## src/shared/tsd_params.svh

```systemverilog
`ifndef TSD_PARAMS_SVH
`define TSD_PARAMS_SVH

// Register indices; byte address is four times the index
`define TSD_IDX_REF_TRIM     12'h07c
`define TSD_IDX_TERM_A       12'h07e
`define TSD_IDX_TERM_B       12'h07f
`define TSD_IDX_TERM_C       12'h080
`define TSD_IDX_TERM_D       12'h081
`define TSD_IDX_OVERLAP      12'h09a

// Field positions and widths
`define TSD_REF_CODE_MSB     3
`define TSD_REF_CODE_W       4
`define TSD_TERM_W           8
`define TSD_DLY_MSB          4
`define TSD_DLY_W            5

// Reset values
`define TSD_RST_REF_TRIM     4'h0
`define TSD_RST_TERM         8'h00
`define TSD_RST_OVERLAP      5'h08

// Overlap timing: base count in converter clock cycles
`define TSD_OVL_BASE         7'h04
`define TSD_OVL_CNT_W        7

`endif

```

## src/shared/tsd_pkg.sv

```systemverilog
package tsd_pkg;

  // Start-up loading of fuse trims
  typedef enum logic [0:0] {
    TSD_LOAD_FUSE,
    TSD_LOAD_DONE
  } tsd_load_e;

  // Core swap overlap sequencer
  typedef enum logic [0:0] {
    TSD_SWAP_IDLE,
    TSD_SWAP_OVERLAP
  } tsd_swap_e;

  // Register selected by an address
  typedef enum logic [2:0] {
    TSD_SEL_NONE,
    TSD_SEL_REF,
    TSD_SEL_TERM_A,
    TSD_SEL_TERM_B,
    TSD_SEL_TERM_C,
    TSD_SEL_TERM_D,
    TSD_SEL_OVERLAP
  } tsd_sel_e;

endpackage : tsd_pkg

```

## src/tsd_trim_and_swap_delay_regs.sv

```systemverilog
// Implementation choice: the APB interface to the registers.
`timescale 1ns/1ps
`default_nettype none
`include "tsd_params.svh"

module tsd_trim_and_swap_delay_regs
  import tsd_pkg::*;
#(
  parameter int ADDR_W = 12
) (
  input  wire logic                          pclk,
  input  wire logic                          presetn,
  input  wire logic                          psel,
  input  wire logic                          penable,
  input  wire logic                          pwrite,
  input  wire logic [ADDR_W-1:0]             paddr,
  input  wire logic [31:0]                   pwdata,
  input  wire logic [3:0]                    pstrb,
  output logic      [31:0]                   prdata,
  output logic                               pready,
  output logic                               pslverr,
  input  wire logic [`TSD_REF_CODE_W-1:0]    fuse_reference_trim,
  input  wire logic [`TSD_TERM_W-1:0]        fuse_termination_a,
  input  wire logic [`TSD_TERM_W-1:0]        fuse_termination_b,
  input  wire logic [`TSD_TERM_W-1:0]        fuse_termination_c,
  input  wire logic [`TSD_TERM_W-1:0]        fuse_termination_d,
  input  wire logic                          cal_enable,
  input  wire logic                          converter_clock_en,
  input  wire logic                          swap_start,
  output logic      [`TSD_REF_CODE_W-1:0]    reference_trim_code,
  output logic      [`TSD_TERM_W-1:0]        termination_trim_a,
  output logic      [`TSD_TERM_W-1:0]        termination_trim_b,
  output logic      [`TSD_TERM_W-1:0]        termination_trim_c,
  output logic      [`TSD_TERM_W-1:0]        termination_trim_d,
  output logic      [`TSD_DLY_W-1:0]         swap_overlap_delay_field,
  output logic                               dual_sampling,
  output logic                               fuse_loaded
);

  // Index 0x09a needs a byte address of 0x268, so ten bits at least
  if (ADDR_W < 10) begin : g_addr_w_check
    $error("tsd_trim_and_swap_delay_regs: ADDR_W must be at least 10");
  end

  // Address decode, shared by read and write paths
  function automatic tsd_sel_e decode_sel(input logic [ADDR_W-1:0] addr);
    logic [ADDR_W-1:0] idx;
    idx = addr >> 2;
    if (addr[1:0] != 2'h0) begin
      decode_sel = TSD_SEL_NONE;
    end else if (idx == ADDR_W'(`TSD_IDX_REF_TRIM)) begin
      decode_sel = TSD_SEL_REF;
    end else if (idx == ADDR_W'(`TSD_IDX_TERM_A)) begin
      decode_sel = TSD_SEL_TERM_A;
    end else if (idx == ADDR_W'(`TSD_IDX_TERM_B)) begin
      decode_sel = TSD_SEL_TERM_B;
    end else if (idx == ADDR_W'(`TSD_IDX_TERM_C)) begin
      decode_sel = TSD_SEL_TERM_C;
    end else if (idx == ADDR_W'(`TSD_IDX_TERM_D)) begin
      decode_sel = TSD_SEL_TERM_D;
    end else if (idx == ADDR_W'(`TSD_IDX_OVERLAP)) begin
      decode_sel = TSD_SEL_OVERLAP;
    end else begin
      decode_sel = TSD_SEL_NONE;
    end
  endfunction : decode_sel

  // Bus phase decode
  logic     setup_phase;
  logic     access_wr;
  tsd_sel_e sel;

  assign setup_phase = psel & ~penable;
  assign access_wr   = psel & penable & pwrite & pstrb[0];
  assign sel         = decode_sel(paddr);

  // Zero wait states; the answer is ready as soon as the access phase opens
  assign pready = 1'b1;

  // Register state and next values
  tsd_load_e                  load_state;
  tsd_load_e                  next_load_state;
  logic [`TSD_REF_CODE_W-1:0] next_reference_trim_code;
  logic [`TSD_TERM_W-1:0]     next_termination_trim_a;
  logic [`TSD_TERM_W-1:0]     next_termination_trim_b;
  logic [`TSD_TERM_W-1:0]     next_termination_trim_c;
  logic [`TSD_TERM_W-1:0]     next_termination_trim_d;
  logic [`TSD_DLY_W-1:0]      next_swap_overlap_delay_field;

  // Fuse copy happens once, on the first edge after reset release
  always_comb begin
    next_load_state               = load_state;
    next_reference_trim_code      = reference_trim_code;
    next_termination_trim_a       = termination_trim_a;
    next_termination_trim_b       = termination_trim_b;
    next_termination_trim_c       = termination_trim_c;
    next_termination_trim_d       = termination_trim_d;
    next_swap_overlap_delay_field = swap_overlap_delay_field;
    case (load_state)
      TSD_LOAD_FUSE: begin
        next_reference_trim_code = fuse_reference_trim;
        next_termination_trim_a  = fuse_termination_a;
        next_termination_trim_b  = fuse_termination_b;
        next_termination_trim_c  = fuse_termination_c;
        next_termination_trim_d  = fuse_termination_d;
        next_load_state          = TSD_LOAD_DONE;
      end
      TSD_LOAD_DONE: begin
        if (access_wr) begin
          // Reserved bits are not stored; host keeps them zero anyway
          if (sel == TSD_SEL_REF) begin
            next_reference_trim_code = pwdata[`TSD_REF_CODE_MSB:0];
          end else if (sel == TSD_SEL_TERM_A) begin
            next_termination_trim_a = pwdata[`TSD_TERM_W-1:0];
          end else if (sel == TSD_SEL_TERM_B) begin
            next_termination_trim_b = pwdata[`TSD_TERM_W-1:0];
          end else if (sel == TSD_SEL_TERM_C) begin
            next_termination_trim_c = pwdata[`TSD_TERM_W-1:0];
          end else if (sel == TSD_SEL_TERM_D) begin
            next_termination_trim_d = pwdata[`TSD_TERM_W-1:0];
          end else if (sel == TSD_SEL_OVERLAP) begin
            // Any 0..31 is legal; the sequencer latches it at swap start
            next_swap_overlap_delay_field = pwdata[`TSD_DLY_MSB:0];
          end
        end
      end
      default: begin
        next_load_state = TSD_LOAD_FUSE;
      end
    endcase
  end

  // Register update
  always_ff @(posedge pclk or negedge presetn) begin
    if (!presetn) begin
      load_state               <= TSD_LOAD_FUSE;
      reference_trim_code      <= `TSD_RST_REF_TRIM;
      termination_trim_a       <= `TSD_RST_TERM;
      termination_trim_b       <= `TSD_RST_TERM;
      termination_trim_c       <= `TSD_RST_TERM;
      termination_trim_d       <= `TSD_RST_TERM;
      swap_overlap_delay_field <= `TSD_RST_OVERLAP;
    end else begin
      load_state               <= next_load_state;
      reference_trim_code      <= next_reference_trim_code;
      termination_trim_a       <= next_termination_trim_a;
      termination_trim_b       <= next_termination_trim_b;
      termination_trim_c       <= next_termination_trim_c;
      termination_trim_d       <= next_termination_trim_d;
      swap_overlap_delay_field <= next_swap_overlap_delay_field;
    end
  end

  assign fuse_loaded = (load_state == TSD_LOAD_DONE);

  // Read data is captured in the setup cycle so prdata comes from a flop
  logic [31:0] next_prdata;
  logic        next_pslverr;

  always_comb begin
    next_prdata  = prdata;
    next_pslverr = pslverr;
    if (setup_phase) begin
      next_prdata  = 32'h0000_0000;
      next_pslverr = 1'b0;
      if (sel == TSD_SEL_NONE) begin
        next_pslverr = 1'b1; // Unmapped or misaligned address
      end else if (!pwrite) begin
        if (sel == TSD_SEL_REF) begin
          next_prdata[`TSD_REF_CODE_MSB:0] = reference_trim_code;
        end else if (sel == TSD_SEL_TERM_A) begin
          next_prdata[`TSD_TERM_W-1:0] = termination_trim_a;
        end else if (sel == TSD_SEL_TERM_B) begin
          next_prdata[`TSD_TERM_W-1:0] = termination_trim_b;
        end else if (sel == TSD_SEL_TERM_C) begin
          next_prdata[`TSD_TERM_W-1:0] = termination_trim_c;
        end else if (sel == TSD_SEL_TERM_D) begin
          next_prdata[`TSD_TERM_W-1:0] = termination_trim_d;
        end else if (sel == TSD_SEL_OVERLAP) begin
          next_prdata[`TSD_DLY_MSB:0] = swap_overlap_delay_field;
        end
      end
    end
  end

  // Read path registers
  always_ff @(posedge pclk or negedge presetn) begin
    if (!presetn) begin
      prdata  <= 32'h0000_0000;
      pslverr <= 1'b0;
    end else begin
      prdata  <= next_prdata;
      pslverr <= next_pslverr;
    end
  end

  // Swap overlap sequencer, counting converter clock enables
  tsd_swap_e                 swap_state;
  tsd_swap_e                 next_swap_state;
  logic [`TSD_OVL_CNT_W-1:0] ovl_cnt;
  logic [`TSD_OVL_CNT_W-1:0] next_ovl_cnt;
  logic [`TSD_OVL_CNT_W-1:0] ovl_len;

  // Length 4 + 2*delay, at most 66, fits seven bits
  assign ovl_len = `TSD_OVL_BASE + {1'b0, swap_overlap_delay_field, 1'b0};

  // A swap while overlapping is ignored; the calibration engine owns pacing
  always_comb begin
    next_swap_state = swap_state;
    next_ovl_cnt    = ovl_cnt;
    case (swap_state)
      TSD_SWAP_IDLE: begin
        if (swap_start) begin
          next_swap_state = TSD_SWAP_OVERLAP;
          next_ovl_cnt    = ovl_len;
        end
      end
      TSD_SWAP_OVERLAP: begin
        if (converter_clock_en) begin
          if (ovl_cnt == `TSD_OVL_CNT_W'(1)) begin
            next_swap_state = TSD_SWAP_IDLE;
            next_ovl_cnt    = `TSD_OVL_CNT_W'(0);
          end else begin
            next_ovl_cnt = ovl_cnt - `TSD_OVL_CNT_W'(1);
          end
        end
      end
      default: begin
        next_swap_state = TSD_SWAP_IDLE;
        next_ovl_cnt    = `TSD_OVL_CNT_W'(0);
      end
    endcase
  end

  // Sequencer registers
  always_ff @(posedge pclk or negedge presetn) begin
    if (!presetn) begin
      swap_state <= TSD_SWAP_IDLE;
      ovl_cnt    <= `TSD_OVL_CNT_W'(0);
    end else begin
      swap_state <= next_swap_state;
      ovl_cnt    <= next_ovl_cnt;
    end
  end

  // Both cores on the same input while overlapping
  assign dual_sampling = (swap_state == TSD_SWAP_OVERLAP);

  // cal_enable is observed only by the host; kept as a port for the map
  logic unused_ok;
  assign unused_ok = cal_enable & (|pwdata[31:8]) & (|pstrb[3:1]);

endmodule : tsd_trim_and_swap_delay_regs

`default_nettype wire

```

## config.mk

```make
export PLATFORM = sky130hd
export DESIGN_NAME = tsd_trim_and_swap_delay_regs
export DESIGN_NICKNAME = d
export VERILOG_FILES = /design/src/shared/tsd_pkg.sv /design/src/tsd_trim_and_swap_delay_regs.sv
export VERILOG_INCLUDE_DIRS = /design/src /design/src/shared
export SDC_FILE = /design/constraint.sdc
export NUM_CORES = 1
export LEC_CHECK = 0
export BUFFER_PORTS_ARGS = -buffer_cell sky130_fd_sc_hd__buf_2
export CORE_MARGIN = 8
export CORE_UTILIZATION = 53
export CTS_BUF_LIST = sky130_fd_sc_hd__clkbuf_2 sky130_fd_sc_hd__clkbuf_4 sky130_fd_sc_hd__clkbuf_8
export DETAILED_ROUTE_END_ITERATION = 6
export HOLD_SLACK_MARGIN = 0.06
export PLACE_DENSITY_LB_ADDON = 0.05
export SLEW_MARGIN = 5
export SYNTH_ARGS = -nofsm -noshare
export SYNTH_HDL_FRONTEND = slang
export SYNTH_SLANG_ARGS = --single-unit
export TNS_END_PERCENT = 50
```

## constraint.sdc

```tcl
create_clock -name pclk -period 3.5 [get_ports pclk]
set_input_delay 0.7 -clock pclk [delete_from_list [all_inputs] [get_ports pclk]]
set_output_delay 0.7 -clock pclk [all_outputs]
set_load 0.005 [all_outputs]
```

==> run_results.csv <==
group,metric,value,unit
sta,setup_viol,0,
clocking,clk_latency,0.33,ns
sta,max_freq,377,MHz
sta,min_period,2.66,ns
routing,vias,3516,
yosys,synth_seq_cells,59,
power,static-leakage-power,1.93,nW
sta,fin_ws,0.844,ns
critical_path,slowest_stage,"or4b_1",
sta,rsz0062_at_grt,"no",
routing,drc,0,
routing,final_antenna_net_count,0,
finish,nFillCells,618,
yosys,ys_warn_count,0,
placement,dpl_worst_slack,0.520,ns
floorplan,die_x,99.3,um
routing,drt_iter0_drc,197,
global_routing,grt_start_max_net_pins,52,
finish,nets,599,
clocking,post-cts-setup-buffer-count,0,
sta,maxSlewViolCount,0,
critical_path,reg2reg_depth,4,
placement,routabilityCongestion,0.902,
run,maxCapViolations,0,
yosys,synthDistinctLibCells,57,
floorplan,initial_core_util,54.4,%
clocking,ctsHoldBuffers,0,
clocking,htree_levels,3,
power,power.density,422,nW/um^2
placement,portBuffers,115,
global_routing,first_global_vias,3534,
global_routing,grt_usage,22.7,%
sta,fin_crit_sh,75.9,%
critical_path,r2r_end,"ovl_cnt[4]",
finish,syn_to_final_growth,19.1,%
placement,dpl.hpwl,8.40,mm
floorplan,die_h,99.3,um
sta,finalHoldViolations,0,
clocking,cts_root_buf,"clkbuf_8",
critical_path,cp.required,3.74,ns
yosys,synth_area,3670,um^2
yosys,synth_edf_count,0,
critical_path,end_kind,"flop",
global_routing,grt_pass1_wl,17.7,mm
yosys,seq_area_frac_synth,40.2,%
floorplan,core_area,6760,um^2
critical_path,cp_max_fo,16,
yosys,synth_cells,398,
global_routing,antenna_found_initial,0,
sta,worstMarginPinSlew,0.821,ns
clocking,cts.clk_slew.worst_paths,0.07,ns
critical_path,r2r_slack,1.35,ns
sta,fin_worst_skew,0.00979,ns
routing,routed_wl,11.2,mm
critical_path,arrival,2.90,ns
critical_path,timing.rr.start,"ovl_cnt[3]",
routing,dr.pass1.iters,4,
clocking,cts_tree,"yes",
floorplan,io_pins,169,
routing,vias_per_cell,5.97,
yosys,synthFlopType,"dfrtp_1",
worst_hold_path,hold_class,"in2async",
clocking,cts.sinks,59,
routing,wl_per_cell,19.0,um
yosys,avgSynthCellArea,9.23,um^2
finish,final_util,64.8,%
sta,slew_headroom,45.1,%
sta,hold_ws,0.307,ns
finish,antenna_cells,0,
sta,tns,0,ns
clocking,cts_resized,0,
outcome,status,"completed",
clocking,numCtsBuffers,9,
floorplan,rows,30,
floorplan,die_area,9850,um^2
clocking,clock_path_buffers,2,
placement,placed_cell_area,4170,um^2
critical_path,slowest_delay,0.69,ns
finish,final_area,4380,um^2
yosys,synthArstFlopShare,100,%
critical_path,start_kind,"input port",
critical_path,crit_chain,"buf_2, or4b_1, o22a_1, a211oi_2, buf_4, a221oi_1, o31ai_1",
power,worst_ir_drop_vdd,0.000286,V
critical_path,crit_type,"in2reg",
global_routing,gr-total-overflow,0,
finish,drive_above_1_share,29.9,%
-- layer usage --
metal	part of all wire (%)	vias up	track usage, %	routed length [um]
li1	-	1661	-	-
met1	44	1670	29.2	4970
met2	45	167	34.8	5030
met3	9.0	18	6.91	1010
met4	1.7	0	8.61	195
met5	0	-	0	0
-- final cells by class --
cell class              instances  area [um^2]  area share, %
well taps                      80          100           2.29
repair buffers                122          628           14.4
flip-flops and latches         59         1480           33.8
multi-input cells             305         1940           44.3
clock inverters                 2         35.0          0.801
inverters                       7         26.3          0.601
clock buffers                  14          168           3.83
-- registers in the layout (all words and copies together) (netlist names) --
| name | count |
|---|---|
| termination_trim_d | 8 |
| swap_overlap_delay_field | 5 |
| dual_sampling | 1 |
| termination_trim_b | 8 |
| ovl_cnt | 7 |
| termination_trim_a | 8 |
| reference_trim_code | 4 |
| fuse_loaded | 1 |
| termination_trim_c | 8 |
| pslverr | 1 |
| prdata | 8 |
-- cells in the final DEF, fill, tap and decap left out, types with 5 or more instances in the layout --
cell type    n
nand4_1     10
mux2_2       5
o31ai_1     12
o21ai_0     12
clkbuf_8    10
nand3_1     10
buf_2      115
dfrtp_1     57
mux2i_1     28
a31oi_1     12
nand2_1     18
nor2_1      49
conb_1      26
nor3_1       7
a22oi_1     10
a21oi_1     36
buf_4        7
inv_1        6
-- per-stage QoR --
step,power [mW],std cells
4_1_cts,1.85,589
2_1_floorplan,1.07,422
3_5_place_dp,1.21,573
5_1_grt,1.95,589
6_report,1.85,589
3_3_place_gp,1.20,573
-- how the worst max path moves through the flow --
stage	startpoint	end	slack, ns	depth (start not counted)
6_report	paddr[7]	prdata[6]	0.84	7
5_1_grt	paddr[7]	prdata[6]	0.76	7
4_1_cts	paddr[7]	prdata[7]	0.89	6
3_5_place_dp	paddr[7]	prdata[6]	0.52	7
3_3_place_gp	paddr[7]	prdata[6]	0.56	7
2_1_floorplan	paddr[1]	swap_overlap_delay_field[0]	0.97	6
-- synth_stat cells (2+ instances only) --
cell type  instances  share of area [%]
nor4_1             3               0.51
a221oi_1           3               0.72
o41ai_2            2               0.89
dfrtp_1           58                 39
nor3_1             7               0.95
o31ai_1           12                2.5
ha_1               3                1.0
a32o_1             4                1.1
buf_6              2               0.61
a31oi_1           12                2.0
nand3_1           10                1.4
a221o_1            4                1.1
clkbuf_1          14                1.4
o2111ai_1          4               0.95
and4_1             2               0.48
mux2_2             5                1.5
or3_1              3               0.51
buf_4             29                5.9
a22o_1             3               0.72
nand2b_1           3               0.51
nor2_1            49                5.0
nor3b_1            2               0.41
nand2_1           18                1.8
o21ai_0           12                1.6
a21oi_1           36                4.9
nand4b_1           2               0.48
a211oi_1           2               0.41
buf_2              5               0.68
mux2i_1           28                7.6
and2_1             3               0.51
and3_1             4               0.68
o22ai_1            3               0.51
conb_1             2               0.20
nand4_1           10                1.7
a22oi_1           10                2.0
xor2_1             3               0.72
inv_1              6               0.61
-- where the power goes --
group	total [mW]	switching (mW)	internal (mW)
registers	0.841	0.0818	0.759
clock network	0.646	0.266	0.380
logic	0.359	0.208	0.151
-- cells by family (layout without fill, tap and decap cells) --
kind of cell    after synthesis  after routing  synth area share (%)
mux                          33             33                  9.16
fa+ha+maj                     3              3                  1.02
flops                        59             59                  40.2
simple gates                122            122                  16.8
xor+xnor                      3              3                 0.715
other cells                   2             26                 0.204
buf+inv                      58            145                  9.47
compound gates              118            118                  22.4
-- critical path, delay by kind of cell --
family | cells | cell delay [ns]
AO/OA/AOI/OAI | 4 | 1.10
buffers and inverters | 2 | 0.40
AND/OR/NAND/NOR | 1 | 0.69
Note: power is estimated with default switching activity, not from simulation.
